`src/verilog/asf_pkg.sv`:
```
// Shared constants, field positions and carrier types for the serial flag block
package asf_pkg;

   ////////////////////////////////////////////////////////////////////////////
   // Timing
   localparam int unsigned CLK_HZ = 10_000_000;
   localparam int unsigned BAUD_RATE = 9600;
   localparam int unsigned OVERSAMPLE = 16;
   localparam int unsigned BAUD_DIV = CLK_HZ / (BAUD_RATE * OVERSAMPLE);
   localparam int unsigned FIFO_DEPTH = 16;
   // Oversample slots that vote on a bit, and the last slot of a bit
   localparam logic [3:0] SAMPLE_FIRST = 4'h7;
   localparam logic [3:0] SAMPLE_LAST = 4'h9;
   localparam logic [3:0] SLOT_END = 4'hF;
   // Idle line length in bit times and last data bit index, per character length
   localparam logic [3:0] IDLE_BITS_EIGHT = 4'hA;
   localparam logic [3:0] IDLE_BITS_NINE = 4'hB;
   localparam logic [3:0] LAST_BIT_EIGHT = 4'h7;
   localparam logic [3:0] LAST_BIT_NINE = 4'h8;

   ////////////////////////////////////////////////////////////////////////////
   // Register byte addresses
   localparam logic [7:0] ADDR_DATA = 8'h00;
   localparam logic [7:0] ADDR_STATUS_ONE = 8'h04;
   localparam logic [7:0] ADDR_STATUS_TWO = 8'h08;
   localparam logic [7:0] ADDR_CTRL_ONE = 8'h0C;
   localparam logic [7:0] ADDR_CTRL_TWO = 8'h10;
   localparam logic [7:0] ADDR_CTRL_THREE = 8'h14;
   // Reset values
   localparam logic [7:0] CTRL_ONE_RESET = 8'h00;
   localparam logic [7:0] CTRL_TWO_RESET = 8'h00;
   localparam logic [4:0] CTRL_THREE_LOW_RESET = 5'h00;

   ////////////////////////////////////////////////////////////////////////////
   // Field positions
   localparam int C1_LOOP = 7;
   localparam int C1_RECEIVER_SOURCE_SELECT = 5;
   localparam int C1_NINE = 4;
   localparam int C1_PAR_EN = 1;
   localparam int C1_PAR_ODD = 0;
   localparam int C2_TX_EMPTY_IE = 7;
   localparam int C2_TX_DONE_IE = 6;
   localparam int C2_TX_EN = 3;
   localparam int C2_RX_EN = 2;
   localparam int S1_TX_EMPTY = 7;
   localparam int S1_TX_DONE = 6;
   localparam int S1_RX_FULL = 5;
   localparam int S1_IDLE = 4;
   localparam int S1_OVERRUN = 3;
   localparam int S1_NOISE = 2;
   localparam int S1_FRAMING = 1;
   localparam int S1_PARITY = 0;
   localparam int S2_RX_EDGE = 6;
   localparam int S2_RX_ACTIVE = 0;
   localparam int C3_RX_NINTH = 7;
   localparam int C3_TX_NINTH = 6;
   localparam int C3_PIN_DIR = 5;

   ////////////////////////////////////////////////////////////////////////////
   // Carriers
   typedef struct packed {
      logic ninth;
      logic [7:0] data;
   } asf_word_t;

   typedef enum logic [1:0] {
      ST_IDLE = 2'b00,
      ST_START = 2'b01,
      ST_DATA = 2'b10,
      ST_STOP = 2'b11
   } asf_state_t;

endpackage

```
`src/verilog/asf_fifo.sv`:
```
// Flip-flop FIFO with valid/ready on both sides
`timescale 1ns/1ps
`default_nettype none
module asf_fifo #(
   parameter int WIDTH = 9,
   parameter int DEPTH = 16
) (
   input wire logic clk,
   input wire logic rst_n,
   input wire logic in_valid,
   output logic in_ready,
   input wire logic [WIDTH-1:0] in_data,
   output logic out_valid,
   input wire logic out_ready,
   output logic [WIDTH-1:0] out_data
);
   localparam int AW = $clog2(DEPTH);

   logic [WIDTH-1:0] mem [DEPTH];
   logic [AW:0] wr_ptr;
   logic [AW:0] rd_ptr;
   logic push;
   logic pop;

   // Full when pointers differ only in the wrap bit
   assign in_ready = !((wr_ptr[AW] != rd_ptr[AW]) && (wr_ptr[AW-1:0] == rd_ptr[AW-1:0]));
   assign out_valid = (wr_ptr != rd_ptr);
   assign push = in_valid && in_ready;
   assign pop = out_valid && out_ready;
   assign out_data = mem[rd_ptr[AW-1:0]];

   // Storage
   always_ff @(posedge clk)
   begin
      if (push)
      begin
         mem[wr_ptr[AW-1:0]] <= in_data;
      end
   end

   // Pointers
   always_ff @(posedge clk or negedge rst_n)
   begin
      if (!rst_n)
      begin
         wr_ptr <= '0;
         rd_ptr <= '0;
      end
      else
      begin
         if (push)
         begin
            wr_ptr <= wr_ptr + 1'b1;
         end
         if (pop)
         begin
            rd_ptr <= rd_ptr + 1'b1;
         end
      end
   end
endmodule
`default_nettype wire

```
`src/verilog/asf_serial.sv`:
```
// Serial port with ninth-bit handling, receive status flags and APB registers
//
// Decided for this implementation: the register offsets and the APB interface to the registers.
`timescale 1ns/1ps
`default_nettype none
module asf_serial #(
   parameter int unsigned BAUD_DIV = asf_pkg::BAUD_DIV,
   parameter int FIFO_DEPTH = asf_pkg::FIFO_DEPTH
) (
   input wire logic pclk,
   input wire logic presetn,
   input wire logic psel,
   input wire logic penable,
   input wire logic pwrite,
   input wire logic [7:0] paddr,
   input wire logic [31:0] pwdata,
   output logic [31:0] prdata,
   output logic pready,
   output logic pslverr,
   input wire logic rxd_in,
   input wire logic txd_in,
   output logic txd_out,
   output logic txd_oe
);
   localparam int WW = $bits(asf_pkg::asf_word_t);

   logic [7:0] ctrl_one;
   logic [7:0] ctrl_two;
   logic [4:0] ctrl_three_low;
   logic tx_ninth_bit;
   logic single_wire_pin_direction;
   logic rx_full_flag, idle_flag, overrun_flag, noise_flag, framing_error_flag;
   logic parity_error_flag, rx_edge_irq_flag;
   logic [5:0] clear_arm;
   asf_pkg::asf_word_t rx_buf;
   logic [15:0] div_cnt;
   logic os_tick;
   logic rxd_meta, rxd_sync, txd_meta, txd_sync, line_prev;
   logic rx_line;
   logic nine_bits, loop_select, receiver_source_select, receiver_enable, tx_enable;
   logic [3:0] last_bit;
   logic setup, access, addr_ok, wr_en, rd_en, data_push;
   logic [7:0] next_rdata;
   logic [7:0] status_one;
   logic fifo_in_ready, fifo_out_valid, tx_load;
   asf_pkg::asf_word_t fifo_out;
   asf_pkg::asf_state_t tx_state, rx_state;
   logic [3:0] tx_os, tx_bit, rx_os, rx_bit;
   logic [8:0] tx_shift, rx_shift;
   logic [2:0] votes;
   logic vote, rx_noise, rx_done, rx_frame_err, rx_par_err;
   asf_pkg::asf_word_t rx_word;
   logic [7:0] idle_cnt;
   logic idle_armed, idle_event, data_rd;

   assign nine_bits = ctrl_one[asf_pkg::C1_NINE];
   assign loop_select = ctrl_one[asf_pkg::C1_LOOP];
   assign receiver_source_select = ctrl_one[asf_pkg::C1_RECEIVER_SOURCE_SELECT];
   assign receiver_enable = ctrl_two[asf_pkg::C2_RX_EN];
   assign tx_enable = ctrl_two[asf_pkg::C2_TX_EN];
   assign last_bit = nine_bits ? asf_pkg::LAST_BIT_NINE : asf_pkg::LAST_BIT_EIGHT;

   ////////////////////////////////////////////////////////////////////////////
   // APB decode and answer
   assign setup = psel && !penable;
   assign access = psel && penable;
   assign addr_ok = (paddr == asf_pkg::ADDR_DATA) || (paddr == asf_pkg::ADDR_STATUS_ONE)
      || (paddr == asf_pkg::ADDR_STATUS_TWO) || (paddr == asf_pkg::ADDR_CTRL_ONE)
      || (paddr == asf_pkg::ADDR_CTRL_TWO) || (paddr == asf_pkg::ADDR_CTRL_THREE);
   // Data writes stall while the transmit FIFO is full
   assign data_push = access && pwrite && (paddr == asf_pkg::ADDR_DATA);
   assign pready = !(data_push && !fifo_in_ready);
   assign pslverr = access && !addr_ok;
   assign wr_en = access && pready && pwrite && addr_ok;
   assign rd_en = access && !pwrite && addr_ok;
   assign data_rd = rd_en && (paddr == asf_pkg::ADDR_DATA);

   // Status one as seen by software
   assign status_one = {fifo_in_ready, (!fifo_out_valid && tx_state == asf_pkg::ST_IDLE),
      rx_full_flag, idle_flag, overrun_flag, noise_flag, framing_error_flag,
      parity_error_flag};

   // Read mux, sampled in the setup phase
   always_comb
   begin
      next_rdata = 8'h00;
      unique case (paddr)
         asf_pkg::ADDR_DATA: next_rdata = rx_buf.data;
         asf_pkg::ADDR_STATUS_ONE: next_rdata = status_one;
         asf_pkg::ADDR_STATUS_TWO: next_rdata = {1'b0, rx_edge_irq_flag, 5'h00,
            (rx_state != asf_pkg::ST_IDLE)};
         asf_pkg::ADDR_CTRL_ONE: next_rdata = ctrl_one;
         asf_pkg::ADDR_CTRL_TWO: next_rdata = ctrl_two;
         asf_pkg::ADDR_CTRL_THREE: next_rdata = {rx_buf.ninth, tx_ninth_bit,
            single_wire_pin_direction, ctrl_three_low};
         default: next_rdata = 8'h00;
      endcase
   end

   // Read data register
   always_ff @(posedge pclk or negedge presetn)
   begin
      if (!presetn)
      begin
         prdata <= 32'h0000_0000;
      end
      else if (setup)
      begin
         prdata <= {24'h00_0000, next_rdata};
      end
   end

   // Control registers
   always_ff @(posedge pclk or negedge presetn)
   begin
      if (!presetn)
      begin
         ctrl_one <= asf_pkg::CTRL_ONE_RESET;
         ctrl_two <= asf_pkg::CTRL_TWO_RESET;
         ctrl_three_low <= asf_pkg::CTRL_THREE_LOW_RESET;
         tx_ninth_bit <= 1'b0;
         single_wire_pin_direction <= 1'b0;
      end
      else if (wr_en)
      begin
         if (paddr == asf_pkg::ADDR_CTRL_ONE)
         begin
            ctrl_one <= pwdata[7:0];
         end
         if (paddr == asf_pkg::ADDR_CTRL_TWO)
         begin
            ctrl_two <= pwdata[7:0];
         end
         if (paddr == asf_pkg::ADDR_CTRL_THREE)
         begin
            ctrl_three_low <= pwdata[4:0];
            tx_ninth_bit <= pwdata[asf_pkg::C3_TX_NINTH];
            single_wire_pin_direction <= pwdata[asf_pkg::C3_PIN_DIR];
         end
      end
   end

   ////////////////////////////////////////////////////////////////////////////
   // Oversample divider and pin synchronisers
   always_ff @(posedge pclk or negedge presetn)
   begin
      if (!presetn)
      begin
         div_cnt <= 16'h0000;
         os_tick <= 1'b0;
      end
      else
      begin
         os_tick <= (div_cnt == 16'(BAUD_DIV - 1));
         div_cnt <= (div_cnt == 16'(BAUD_DIV - 1)) ? 16'h0000 : div_cnt + 16'h0001;
      end
   end

   always_ff @(posedge pclk or negedge presetn)
   begin
      if (!presetn)
      begin
         rxd_meta <= 1'b1;
         rxd_sync <= 1'b1;
         txd_meta <= 1'b1;
         txd_sync <= 1'b1;
         line_prev <= 1'b1;
      end
      else
      begin
         rxd_meta <= rxd_in;
         rxd_sync <= rxd_meta;
         txd_meta <= txd_in;
         txd_sync <= txd_meta;
         line_prev <= rx_line;
      end
   end

   // Receive source: pin, internal loop, or the shared transmit pin
   assign rx_line = !loop_select ? rxd_sync : (receiver_source_select ? txd_sync : txd_out);
   assign txd_oe = (loop_select && receiver_source_select) ? single_wire_pin_direction
      : 1'b1;

   ////////////////////////////////////////////////////////////////////////////
   // Transmit buffer and shifter
   asf_fifo #(
      .WIDTH(WW),
      .DEPTH(FIFO_DEPTH)
   ) u_tx_fifo (
      .clk(pclk),
      .rst_n(presetn),
      .in_valid(data_push),
      .in_ready(fifo_in_ready),
      .in_data({tx_ninth_bit, pwdata[7:0]}),
      .out_valid(fifo_out_valid),
      .out_ready(tx_load),
      .out_data(fifo_out)
   );

   assign tx_load = tx_enable && fifo_out_valid && (tx_state == asf_pkg::ST_IDLE);

   // Frame out start, data bits LSB first (parity replaces the top bit), stop
   always_ff @(posedge pclk or negedge presetn)
   begin
      if (!presetn)
      begin
         tx_state <= asf_pkg::ST_IDLE;
         tx_os <= 4'h0;
         tx_bit <= 4'h0;
         tx_shift <= 9'h000;
         txd_out <= 1'b1;
      end
      else if (tx_load)
      begin
         tx_state <= asf_pkg::ST_START;
         tx_os <= 4'h0;
         tx_bit <= 4'h0;
         txd_out <= 1'b0;
         tx_shift <= fifo_out;
         if (ctrl_one[asf_pkg::C1_PAR_EN] && nine_bits)
         begin
            tx_shift[8] <= ^fifo_out.data ^ ctrl_one[asf_pkg::C1_PAR_ODD];
         end
         else if (ctrl_one[asf_pkg::C1_PAR_EN])
         begin
            tx_shift[7] <= ^fifo_out.data[6:0] ^ ctrl_one[asf_pkg::C1_PAR_ODD];
         end
      end
      else if (os_tick && tx_state != asf_pkg::ST_IDLE)
      begin
         tx_os <= tx_os + 4'h1;
         if (tx_os == asf_pkg::SLOT_END)
         begin
            unique case (tx_state)
               asf_pkg::ST_START:
               begin
                  tx_state <= asf_pkg::ST_DATA;
                  txd_out <= tx_shift[0];
               end
               asf_pkg::ST_DATA:
               begin
                  tx_bit <= tx_bit + 4'h1;
                  if (tx_bit == last_bit)
                  begin
                     tx_state <= asf_pkg::ST_STOP;
                     txd_out <= 1'b1;
                  end
                  else
                  begin
                     txd_out <= tx_shift[tx_bit + 4'h1];
                  end
               end
               asf_pkg::ST_STOP: tx_state <= asf_pkg::ST_IDLE;
               asf_pkg::ST_IDLE: tx_state <= asf_pkg::ST_IDLE;
            endcase
         end
      end
   end

   ////////////////////////////////////////////////////////////////////////////
   // Receive shifter with three-sample vote
   assign vote = (votes[0] & votes[1]) | (votes[1] & votes[2]) | (votes[0] & votes[2]);
   assign rx_word = nine_bits ? rx_shift : {1'b0, rx_shift[8:1]};
   assign rx_par_err = ctrl_one[asf_pkg::C1_PAR_EN]
      && ((nine_bits ? ^rx_shift : ^rx_shift[8:1]) ^ ctrl_one[asf_pkg::C1_PAR_ODD]);

   always_ff @(posedge pclk or negedge presetn)
   begin
      if (!presetn)
      begin
         rx_state <= asf_pkg::ST_IDLE;
         rx_os <= 4'h0;
         rx_bit <= 4'h0;
         rx_shift <= 9'h000;
         votes <= 3'h7;
         rx_noise <= 1'b0;
         rx_done <= 1'b0;
         rx_frame_err <= 1'b0;
      end
      else
      begin
         rx_done <= 1'b0;
         if (!receiver_enable)
         begin
            rx_state <= asf_pkg::ST_IDLE;
         end
         else if (os_tick)
         begin
            rx_os <= rx_os + 4'h1;
            if (rx_os >= asf_pkg::SAMPLE_FIRST && rx_os <= asf_pkg::SAMPLE_LAST)
            begin
               votes <= {votes[1:0], rx_line};
            end
            unique case (rx_state)
               asf_pkg::ST_IDLE:
               begin
                  rx_os <= 4'h0;
                  rx_noise <= 1'b0;
                  rx_bit <= 4'h0;
                  if (!rx_line)
                  begin
                     rx_state <= asf_pkg::ST_START;
                  end
               end
               asf_pkg::ST_START:
               begin
                  if (rx_os == asf_pkg::SLOT_END)
                  begin
                     rx_state <= vote ? asf_pkg::ST_IDLE : asf_pkg::ST_DATA;
                     rx_noise <= (votes != 3'h0);
                  end
               end
               asf_pkg::ST_DATA:
               begin
                  if (rx_os == asf_pkg::SLOT_END)
                  begin
                     rx_shift <= {vote, rx_shift[8:1]};
                     rx_noise <= rx_noise | ((votes != 3'h0) && (votes != 3'h7));
                     rx_bit <= rx_bit + 4'h1;
                     if (rx_bit == last_bit)
                     begin
                        rx_state <= asf_pkg::ST_STOP;
                     end
                  end
               end
               asf_pkg::ST_STOP:
               begin
                  if (rx_os == asf_pkg::SLOT_END)
                  begin
                     rx_state <= asf_pkg::ST_IDLE;
                     rx_noise <= rx_noise | ((votes != 3'h0) && (votes != 3'h7));
                     rx_frame_err <= !vote;
                     rx_done <= 1'b1;
                  end
               end
            endcase
         end
      end
   end

   // Idle line timer: a whole character time of high line after reception
   always_ff @(posedge pclk or negedge presetn)
   begin
      if (!presetn)
      begin
         idle_cnt <= 8'h00;
      end
      else if (!receiver_enable || !rx_line || rx_state != asf_pkg::ST_IDLE)
      begin
         idle_cnt <= 8'h00;
      end
      else if (os_tick && !idle_event)
      begin
         idle_cnt <= idle_cnt + 8'h01;
      end
   end
   assign idle_event = (idle_cnt == {nine_bits ? asf_pkg::IDLE_BITS_NINE
      : asf_pkg::IDLE_BITS_EIGHT, 4'h0});

   ////////////////////////////////////////////////////////////////////////////
   // Receive buffer and status flags; a set beats a clear in the same cycle
   always_ff @(posedge pclk or negedge presetn)
   begin
      if (!presetn)
      begin
         rx_buf <= '0;
         rx_full_flag <= 1'b0;
         overrun_flag <= 1'b0;
         noise_flag <= 1'b0;
         framing_error_flag <= 1'b0;
         parity_error_flag <= 1'b0;
      end
      else
      begin
         // Two-step clear of flags armed by the status snapshot
         if (data_rd)
         begin
            rx_full_flag <= rx_full_flag & !clear_arm[asf_pkg::S1_RX_FULL];
            overrun_flag <= overrun_flag & !clear_arm[asf_pkg::S1_OVERRUN];
            noise_flag <= noise_flag & !clear_arm[asf_pkg::S1_NOISE];
            framing_error_flag <= framing_error_flag & !clear_arm[asf_pkg::S1_FRAMING];
            parity_error_flag <= parity_error_flag & !clear_arm[asf_pkg::S1_PARITY];
         end
         if (rx_done && rx_full_flag)
         begin
            overrun_flag <= 1'b1;
         end
         else if (rx_done)
         begin
            rx_buf <= rx_word;
            rx_full_flag <= 1'b1;
            noise_flag <= rx_noise;
            framing_error_flag <= rx_frame_err;
            parity_error_flag <= rx_par_err;
         end
      end
   end

   // Status snapshot arms the clear; a data read consumes it
   always_ff @(posedge pclk or negedge presetn)
   begin
      if (!presetn)
      begin
         clear_arm <= 6'h00;
      end
      else if (rd_en && paddr == asf_pkg::ADDR_STATUS_ONE)
      begin
         clear_arm <= prdata[5:0];
      end
      else if (data_rd)
      begin
         clear_arm <= 6'h00;
      end
   end

   // Idle flag, re-armed only by a newly received character
   always_ff @(posedge pclk or negedge presetn)
   begin
      if (!presetn)
      begin
         idle_flag <= 1'b0;
         idle_armed <= 1'b0;
      end
      else
      begin
         if (data_rd && clear_arm[asf_pkg::S1_IDLE])
         begin
            idle_flag <= 1'b0;
         end
         if (rx_done && !rx_full_flag)
         begin
            idle_armed <= 1'b1;
         end
         else if (idle_event && idle_armed)
         begin
            idle_flag <= 1'b1;
            idle_armed <= 1'b0;
         end
      end
   end

   // Receive edge flag, write one to clear
   always_ff @(posedge pclk or negedge presetn)
   begin
      if (!presetn)
      begin
         rx_edge_irq_flag <= 1'b0;
      end
      else if (receiver_enable && line_prev && !rx_line)
      begin
         rx_edge_irq_flag <= 1'b1;
      end
      else if (wr_en && paddr == asf_pkg::ADDR_STATUS_TWO && pwdata[asf_pkg::S2_RX_EDGE])
      begin
         rx_edge_irq_flag <= 1'b0;
      end
   end
endmodule
`default_nettype wire
```
`config.mk`:
```
export PLATFORM = sky130hd
export DESIGN_NAME = asf_serial
export DESIGN_NICKNAME = d
export VERILOG_FILES = /design/src/verilog/asf_pkg.sv /design/src/verilog/asf_fifo.sv /design/src/verilog/asf_serial.sv
export SDC_FILE = /design/constraint.sdc
export NUM_CORES = 1
export LEC_CHECK = 0
export BUFFER_PORTS_ARGS = -buffer_cell sky130_fd_sc_hd__buf_2
export CORE_ASPECT_RATIO = 2
export CORE_UTILIZATION = 30
export DETAILED_ROUTE_END_ITERATION = 7
export GPL_TIMING_DRIVEN = 0
export PLACE_DENSITY_LB_ADDON = 0.08
export SLEW_MARGIN = 5
export SYNTH_ARGS = -nofsm -noshare
export SYNTH_HDL_FRONTEND = slang
export SYNTH_SLANG_ARGS = --single-unit
```
`constraint.sdc`:
```
create_clock -name pclk -period 6 [get_ports pclk]
set_input_delay 0.6 -clock pclk [delete_from_list [all_inputs] [get_ports pclk]]
set_output_delay 0.6 -clock pclk [all_outputs]
set_load 0.01 [all_outputs]
```
==> summary.txt, run 1 <==
Worst r2r src -> u_tx_fifo.rd_ptr[2]
Port bufs -> 34
Vias -> 7765
Critical Path RT -> 6170 ps
Fmax -> 240.3 MHz
Global placement routability congestion -> 0.8303
Commonest register cell after synthesis -> edfxtp_1
Core footprint -> 41250 um^2
DR DRC count -> 0
Tightest Hold Check Type -> primary input to register
Leak pwr -> 5.533 nW
Rows -> 105
DP HPWL -> 26610 um
IO Pins -> 83
Sw power -> 1.097 mW
Vias in the first global route -> 8260
Switch share -> 0.2486
Crit Reg-Reg Endpoint -> u_tx_fifo.mem[7][6]
ANT cells -> 0
Relative slew margins -> 0.1456
Clock Skew -> 10.97 ps
Initial Util -> 0.3054
Routed WL -> 35980 um
Clk pwr share -> 0.410
Ys Warns -> 0
Register area share after synthesis -> 0.6202
WL/cell -> 22.73 um
DR iter-0 viols -> 336
Critical Path Start -> u_tx_fifo.rd_ptr[2]
Clk buf depth -> 3
Vias per cell -> 4.905
Signal arrival time at the worst endpoint -> 4330 ps
Post-DRT Antenna Nets -> 0
Layout cell share with drive strength beyond 1 -> 0.1899
CP endpoint kind -> register
Crit Path Category -> register to register
Period Utilization, post-route -> 0.6937
Avg Cell Area, Syn -> 13.52 um^2
CTS tree -> yes
Peak supply drop -> 0.0002264 V
Total power -> 4.414 mW
Largest area contributor in the netlist -> edfxtp_1
Leading post-synthesis cells by cell area -> edfxtp_1 34%, dfrtp_1 26%, mux2_2 3.5%
CTS H-tree depth -> 1
Clock transition at path regs -> 60 ps
Largest net degree at the start of global routing -> 81
1st-pass router iterations -> 6
Utilization after layout -> 0.3533
Num CTS Buffers -> 28
Max-cap violations -> 0
Setup-failing EPs final -> 0
Sequential Power Share -> 0.477
CP max FO -> 10
Final hold violations -> 0
FF/Latch Area -> 7814 um^2
Synth async-reset ratio -> 0.4912
Combinational cell fraction of total power -> 0.114
Synthesized instance count -> 932
Initial antenna violation count -> 0
Worst-case reg-to-reg path depth -> 8
R2r setup slk -> 1840 ps
Crit path to -> u_tx_fifo.mem[7][6]
Setup TNS -> 0 ps
Die Span Y -> 291.8 um
Internal power -> 3.317 mW
Global-route wire length before repair -> 53620 um
Unrepaired setup endpoints after global routing -> false
Layout fillers -> 4131
Startpoint Class -> register
CTS sink count -> 283
Pwr dens -> 302.9 nW/um^2
DIE WIDTH -> 146.9 um
Nets -> 1091
All-Layer GR Usage -> 0.1722
Area grow syn2layout -> 15.67%
Setup bufs post-CTS -> 0
Clock Latency Late Sink -> 560 ps
Mapped cell area -> 12600 um^2
Area fraction of the dominant cell type after synthesis -> 0.3432
Congestion Overflow GR -> 0
Worst slew pin tran -> 1277 ps
Worst hold slack -> 138.5 ps
Final Max Slew Viols -> 0
Number of synthesized flops with an enable pin -> 144
Status -> complete, no violations
Multi-input gate area -> 4449 um^2
Full die area -> 42870 um^2
Synth cell types -> 67
Final critical-path required period -> 4162 ps
Root Buffer -> clkbuf_16
#FFs+latches synth -> 283
==> metrics by stage <==
stage | instance area (um^2) | setup WS, ps | cells
2_1_floorplan | 12680 | 2451 | 955
3_3_place_gp | 13520 | 959.2 | 1524
3_5_place_dp | 13640 | 1289 | 1530
4_1_cts | 14570 | 1725 | 1583
5_1_grt | 14570 | 1613 | 1583
6_report | 14570 | 1838 | 1583
==> cell usage after synthesis, types with 4 or more instances <==
cell type,instances
mux2i_1,40
xnor2_1,29
a211oi_1,4
mux4_2,19
nor2b_1,7
nand2b_1,6
dfrtp_1,130
and3_1,10
nor4_1,5
o31ai_1,5
buf_1,4
mux2_2,39
a31oi_1,5
clkbuf_1,23
o211ai_1,5
nand3_1,33
edfxtp_1,144
dfstp_2,9
a221oi_1,13
xor2_1,22
a22o_1,10
nand2_1,83
or4_1,4
a22oi_1,14
nand4_1,10
buf_4,25
nor3_1,14
mux4_1,7
o21ai_0,35
ha_1,18
nor4b_1,4
a41oi_1,5
inv_1,18
a21oi_1,21
or3_1,5
nor2_1,59
==> state kept, by name (all words and copies together) (netlist names), 2 cells and up <==
register and flops:
prdata 8, rx_shift 9, tx_bit 4, u_tx_fifo.wr_ptr 5
tx_shift 9, div_cnt 16, ctrl_three_low 5, clear_arm 6
idle_cnt 8, rx_os 4, votes 3, rx_state 2
rx_buf 9, u_tx_fifo.rd_ptr 5, ctrl_two 8, tx_state 2
u_tx_fifo.mem 144, tx_os 4, rx_bit 4, ctrl_one 8
==> how the worst min path moves through the flow <==
stage	from	endpoint	slack [ps]	depth (start not counted)
3_5_place_dp	txd_meta	txd_sync	350	0
3_3_place_gp	txd_meta	txd_sync	350	0
2_1_floorplan	presetn	clear_arm[0]	300	0
6_report	txd_in	txd_meta	140	1
5_1_grt	txd_in	txd_meta	110	1
4_1_cts	txd_in	txd_meta	100	1
==> critical path, cell delays in order, from the launching register on <==
cell and delay (ps):
dfrtp_1 390, clkbuf_1 480, clkbuf_1 540, xor2_1 200, nor4_1 110, nor2b_1 200, nor3b_2 540, nand2_1 330
nor2_1 950
==> layer usage <==
metal  wire length, um  vias up  GRT usage
met5                 0        -          0
met1             12330     3943     0.1689
met4              1320        0    0.06663
li1                  -     3629          -
met3               898       58    0.01672
met2             21430      135     0.3568
==> placed cells by master, fill, tap and decap left out, types with 6 or more instances in the layout <==
master and count:
a21oi_1 21, a221oi_1 13, a22o_1 10, a22oi_1 14, and3_1 10, buf_2 36
buf_4 27, clkbuf_1 27, clkbuf_16 29, conb_1 24, dfrtp_1 130, dfstp_2 9
edfxtp_1 144, ha_1 18, inv_1 18, mux2_2 39, mux2i_1 40, mux4_1 7
mux4_2 19, nand2_1 83, nand2b_1 6, nand3_1 33, nand4_1 10, nor2_1 58
nor2b_1 7, nor3_1 10, o21ai_0 35, xnor2_1 29, xor2_1 22
==> logic make-up (layout without fill, tap and decap cells) <==
family	after synthesis	in the layout	synth area share
buf+inv	78	171	0.03526
xor+xnor	51	51	0.03545
flops	283	283	0.6202
fa+ha+maj	19	19	0.01867
compound gates	136	136	0.07468
mux	105	105	0.1152
other cells	1	24	0.0002977
simple gates	259	259	0.1002
==> area by class of cell <==
type | count | area share
clock inverter | 18 | 0.01176
sequential | 283 | 0.5362
multi-input combinational | 594 | 0.3053
clock buffer | 34 | 0.05177
timing repair buffer | 41 | 0.01855
inverter | 18 | 0.004636
buffer | 60 | 0.02584
tap | 535 | 0.04593
==> repair_timing <==
item | 4_1_cts | 5_1_grt
gates resized for setup | 0 | 0
endpoints found under the hold margin | 23 | 0
hold buffers | 1 | 0
==> power groups by stage <==
stage / logic [mW] / registers (mW) / clock network (mW)
floorplan: 0.333 / 2.13 / 0
global placement: 0.518 / 2.14 / 0
detailed placement: 0.521 / 2.14 / 0
CTS: 0.523 / 2.10 / 1.87
global route: 0.552 / 2.11 / 1.93
finish: 0.503 / 2.10 / 1.81
No activity file was read; power rests on OpenSTA's default activity.
==> run 2, diff against run 1 <==
Settings changed: ABC_AREA set to 1.
Clock period 6 ns to 3.6 ns, I/O delays scaled along.
==> run 2 against run 1 <==
  * Non-clock buffer count increased by 2
  * Core utilization down 0.40 points
  * Combinational power fell by 63%
  * Critical path depth increased by 4
  * Sequential power is 63% higher
  * Hold slack gained 31 ps
  * Critical path type is now primary input to register
  * Largest cell class unchanged
==> summary.txt, run 2 <==
Status -> complete, no violations
Number of synthesized flops with an enable pin -> 144
DR DRC count -> 0
Tightest Hold Check Type -> primary input to register
Max-cap violations -> 0
Global placement routability congestion -> 0.8459
CTS sink count -> 283
Area grow syn2layout -> 14.54%
Register area share after synthesis -> 0.5889
WL/cell -> 19.45 um
Nets -> 1573
Fmax -> 326.5 MHz
Clk buf depth -> 3
Initial antenna violation count -> 0
Synthesized instance count -> 1416
CTS tree -> yes
Worst hold stages -> 4
Rows -> 108
Area fraction of the dominant cell type after synthesis -> 0.3259
DR iter-0 viols -> 517
CP max-delay cell -> nor2_1
Num CTS Buffers -> 29
PostCTS Resize Cnt -> 0
Core footprint -> 43510 um^2
Largest area contributor in the netlist -> edfxtp_1
Pwr dens -> 434.1 nW/um^2
Critical Path, Cell by Cell -> buf_2 -> nor2_1 -> inv_2 -> nor2_2 -> inv_2 -> nor2_4 -> nand2_1 -> nor3_2 -> nand2_1 -> inv_2 -> nand2_1 -> nor2_1
Commonest register cell after synthesis -> edfxtp_1
All-Layer GR Usage -> 0.1876
Relative slew margins -> 0.08177
CP max FO -> 9
Buf/Inv on CP -> 4
FF/Latch Area -> 7814 um^2
1st-pass router iterations -> 5
Largest register FFs -> 144
Largest net degree at the start of global routing -> 106
DP HPWL -> 29770 um
Top-count cell post-synth -> nand2_1
Initial Util -> 0.3050
Setup slack after layout -> 537.5 ps
Die Span Y -> 299.4 um
Unrepaired setup endpoints after global routing -> false
Startpoint Class -> primary input
Worst-case reg-to-reg path depth -> 18
CP endpoint kind -> register
Leak pwr -> 6.530 nW
IO Pins -> 83
#FFs+latches synth -> 283
Synth cell types -> 50
Period Utilization, post-route -> 0.8507
CTS H-tree depth -> 1
Setup-failing EPs final -> 0
Critical Path RT -> 3770 ps
Utilization after layout -> 0.3493
CP max stage delay -> 1050 ps
Worst path depth -> 12
Crit Path Category -> primary input to register
DIE WIDTH -> 150.7 um
Root Buffer -> clkbuf_16
Full die area -> 45130 um^2
Layout cell share with drive strength beyond 1 -> 0.1086
Port bufs -> 34
Layout fillers -> 4449
Peak supply drop -> 0.0004204 V
Commonest non-fill, non-tap cells in the layout -> 309 x nand2_1, 179 x inv_1, 144 x nor2_1, 144 x edfxtp_1, 130 x dfrtp_1
Avg Cell Area, Syn -> 9.371 um^2
Post-DRT Antenna Nets -> 0
Worst slew pin tran -> 1372 ps
Vias per cell -> 4.708
Final critical-path required period -> 3063 ps
Synth async-reset ratio -> 0.4912
Worst hold slack -> 169.3 ps
Final Max Slew Viols -> 0
Signal arrival time at the worst endpoint -> 3230 ps
Most common cell after layout, fill and taps aside -> nand2_1
Multi-input gate area -> 4434 um^2
Congestion Overflow GR -> 0
Pre-CTS WS -> -138.7 ps
Routed WL -> 40440 um
Vias -> 9787
Clock transition at path regs -> 60 ps
Leading post-synthesis cells by cell area -> edfxtp_1 33%, dfrtp_1 25%, nand2_1 8.7%
Most frequent cells after synthesis -> 309 x nand2_1, 179 x inv_1, 147 x nor2_1
Mapped cell area -> 13270 um^2
Global-route wire length before repair -> 61910 um
ANT cells -> 0
Clock Latency Late Sink -> 570 ps
Vias in the first global route -> 10.10k
Final hold violations -> 0
CP delay by family, top -> simple AND/OR/NAND/NOR gates
Ys Warns -> 0
Clock Skew -> 12.79 ps
[run 2: kinds of logic after synthesis]
logic type,after synthesis,synth area share
flip-flops,283,0.5889
adder cells (fa/ha/maj),18,0.01697
AO/OA/AOI/OAI,239,0.1021
other,1,0.0002826
AND/OR/NAND/NOR,579,0.1810
buffers and inverters,256,0.08402
XOR/XNOR,38,0.02508
multiplexers,2,0.001603
[run 2: layout make-up]
cell class,instances,area share
flip-flops and latches,283,0.5141
multi-input cells,900,0.2918
well taps,550,0.04528
plain buffers,65,0.02618
inverters,191,0.04717
clock inverters,9,0.006668
repair buffers,38,0.01564
clock buffers,43,0.05318
[run 2: repair_timing]
action                    CTS  global route
hold endpoints to repair   36             0
hold buffers                3             0
buffers inserted            0             0
[run 2: path summary, 6_finish.rpt]
path	slack, ps	from	endpoint
worst max-delay path	540	paddr[1]	u_tx_fifo.mem[9][4]
worst min-delay path	170	pwrite	clear_arm[4]
worst max register to register	590	u_tx_fifo.rd_ptr[1]	tx_shift[7]
worst min register to register	360	rxd_meta	rxd_sync
max in group asynchronous	2500	presetn	rxd_meta
min in group asynchronous	250	presetn	div_cnt[8]
[run 2: routing by layer]
metal | track usage | wire [um] | part of all wire | up-vias
li1 | - | - | - | 4805
met1 | 0.1885 | 14110 | 0.35 | 4703
met2 | 0.3693 | 23030 | 0.57 | 200
met3 | 0.01918 | 1151 | 0.028 | 79
met4 | 0.09500 | 2145 | 0.053 | 0
met5 | 0 | 0 | 0 | -
[run 2: report_power, final]
part / total (mW) / internal, mW / leakage, nW / switching, mW
clock network: 2.99 / 1.69 / 0.438 / 1.30
registers: 3.42 / 3.41 / 3.15 / 0.00596
logic: 0.185 / 0.0507 / 2.95 / 0.134
total: 6.60 / 5.15 / 6.53 / 1.44
[run 2: stage by stage]
stage | area, um^2 | std cells | setup TNS, ps | power (mW)
finish | 15200 | 2079 | 0 | 6.597
global route | 15200 | 2079 | 0 | 6.799
CTS | 15200 | 2079 | 0 | 6.686
detailed placement | 14260 | 2024 | -3973 | 3.668
global placement | 14210 | 2023 | -13730 | 3.662
floorplan | 13360 | 1439 | 0 | 3.560
[run 2: worst reg2reg max path, delay by kind of cell, from the launching register on]
family          cells  cell delay (ps)
buf+inv             4             1080
compound gates      1              120
simple gates       13             1330
flops               1              380
==> run 3, diff against run 2 <==
Settings changed: ABC_AREA 1 to 0.
==> run 3 against run 2 <==
  * Clock-buffer cell count down 9
  * First-iteration DRC count shrank 35%
  * Sequential cell count stayed put
  * Power increased by 12%
  * Register-to-register slack got worse by 460 ps
  * Non-clock buffer count is the same
  * Sequential power is 2% higher
  * Via count down 21%
  * Clock power barely moved
  * Final area is 3.2% lower
==> summary.txt, run 3 (same netlist as run 1, synthesis figures left out) <==
DIE WIDTH -> 146.9 um
Vias per cell -> 4.873
Leak pwr -> 5.557 nW
All-Layer GR Usage -> 0.1725
Status -> complete, no violations
CP max stage delay -> 670 ps
Setup slack after layout -> 125.3 ps
Worst r2r src -> u_tx_fifo.rd_ptr[0]
Vias -> 7728
Root Buffer -> clkbuf_16
CTS sink count -> 283
Final critical-path required period -> 3475 ps
Global-route wire length before repair -> 53750 um
Nets -> 1093
Routed WL -> 36030 um
Most common cell after layout, fill and taps aside -> edfxtp_1
Clock transition at path regs -> 70 ps
Final hold violations -> 0
CP max FO -> 10
Pre-CTS WS -> -871.0 ps
Num CTS Buffers -> 28
Post-DRT Antenna Nets -> 0
Core footprint -> 41250 um^2
Placed instance area -> 13640 um^2
Port bufs -> 34
Signal arrival time at the worst endpoint -> 3950 ps
Critical Path RT -> 4070 ps
Tightest Hold Check Type -> primary input to register
Clk buf depth -> 3
Setup-failing EPs final -> 0
Clock Skew -> 9.567 ps
CTS tree -> yes
Multi-input gate area -> 4553 um^2
Period Utilization, post-route -> 0.9652
Worst Hold Path EP -> prdata[6]
FF/Latch Area -> 7814 um^2
Critical Path, Cell by Cell -> buf_6 -> buf_12 -> mux4_1 -> a22oi_1 -> a211oi_1 -> or4_4 -> o211ai_1 -> or4b_1 -> a31oi_1
Worst hold stages -> 4
Area grow syn2layout -> 16.80%
Congestion Overflow GR -> 0
Startpoint Class -> register
Final Max Slew Viols -> 0
Peak supply drop -> 0.0003771 V
DP HPWL -> 26610 um
CP endpoint kind -> register
Largest net degree at the start of global routing -> 81
Clock Latency Late Sink -> 550 ps
CTS H-tree depth -> 1
Commonest non-fill, non-tap cells in the layout -> 144 x edfxtp_1, 130 x dfrtp_1, 83 x nand2_1
Final Instance Area -> 14720 um^2
R2r setup slk -> 130 ps
Min-delay src -> paddr[1]
DR iter-0 viols -> 335
Pwr dens -> 501.2 nW/um^2
Largest register FFs -> 144
Vias in the first global route -> 8293
Relative slew margins -> 0.1567
Fmax -> 287.8 MHz
IO Pins -> 83
Initial antenna violation count -> 0
Initial Util -> 0.3054
1st-pass router iterations -> 4
Worst slew pin tran -> 1255 ps
Worst-case reg-to-reg path depth -> 9
Full die area -> 42870 um^2
WL/cell -> 22.72 um
Layout cell share with drive strength beyond 1 -> 0.2086
CP max-delay cell -> mux4_1
Crit Reg-Reg Endpoint -> tx_shift[7]
DR DRC count -> 0
Crit Path Category -> register to register
Total power -> 7.375 mW
Setup bufs post-CTS -> 0
Unrepaired setup endpoints after global routing -> true
Worst hold slack -> 188.3 ps
Layout fillers -> 4110
Die Span Y -> 291.8 um
Global placement routability congestion -> 0.8303
Utilization after layout -> 0.3567
Rows -> 105
Max-cap violations -> 0
## run 3: changes by cell type in the layout (fill, tap and decap cells not counted), moves of 17 or more
cell | before | now
inv_1 | 179 | 18
o21ai_1 | 42 | 0
nor2_1 | 144 | 47
nand2_1 | 309 | 83
mux2i_1 | 1 | 40
o21ai_0 | 108 | 35
mux4_2 | 0 | 19
nand3_1 | 76 | 33
buf_2 | 54 | 33
mux2_2 | 1 | 39
xnor2_1 | 12 | 29
## run 3: area by class of cell
class | instances | share of cell area
flip-flops and latches | 283 | 0.5310
diodes | 1 | 0.0001701
repair buffers | 43 | 0.01973
well taps | 535 | 0.04549
inverters | 18 | 0.004591
plain buffers | 60 | 0.02670
clock buffers | 34 | 0.05127
clock inverters | 18 | 0.01165
multi-input cells | 594 | 0.3094
## run 3: worst max path at each step
stage                        startpoint              endpoint  slack (ps)  cells past startpoint
floorplan                      paddr[0]   u_tx_fifo.mem[3][0]         290                      6
global placement               paddr[0]   u_tx_fifo.mem[2][3]       -1200                      7
detailed placement             paddr[0]  u_tx_fifo.mem[14][3]        -870                      7
CTS                 u_tx_fifo.rd_ptr[0]                pready          10                      9
global route        u_tx_fifo.rd_ptr[0]           tx_shift[7]         -40                     12
finish              u_tx_fifo.rd_ptr[0]           tx_shift[7]         130                      9
## run 3: worst max-delay path, delay by kind of cell (launching register included)
kind,cells,cell delay (ps)
simple gates,2,1020
compound gates,4,900
mux,1,670
flops,1,440
buf+inv,2,350
## run 3: where the power goes
part	internal (mW)	switching (mW)	total (mW)
Clock	1.71	1.31	3.02
Combinational	0.371	0.481	0.852
Sequential	3.46	0.0488	3.50
## run 3: per-layer routing
metal | track usage | up-vias | routed length (um)
met3 | 0.01672 | 60 | 1010
met5 | 0 | - | 0
met1 | 0.1694 | 3907 | 12270
li1 | - | 3628 | -
met2 | 0.3570 | 133 | 21430
met4 | 0.06688 | 0 | 1326
## run 3: repair_timing
| item | in CTS | in global routing |
|---|---|---|
| resized for setup | 22 | 10 |
| endpoints found under the setup margin | 136 | 29 |
| hold buffers | 3 | 0 |
| endpoints found under the hold margin | 53 | 0 |
## run 3: metrics by stage
| stage | TNS, ps | instances |
|---|---|---|
| 3_5_place_dp | -91420 | 1530 |
| 5_1_grt | -39.01 | 1585 |
| 4_1_cts | 0 | 1585 |
| 6_report | 0 | 1586 |
| 2_1_floorplan | 0 | 955 |
| 3_3_place_gp | -154510 | 1524 |
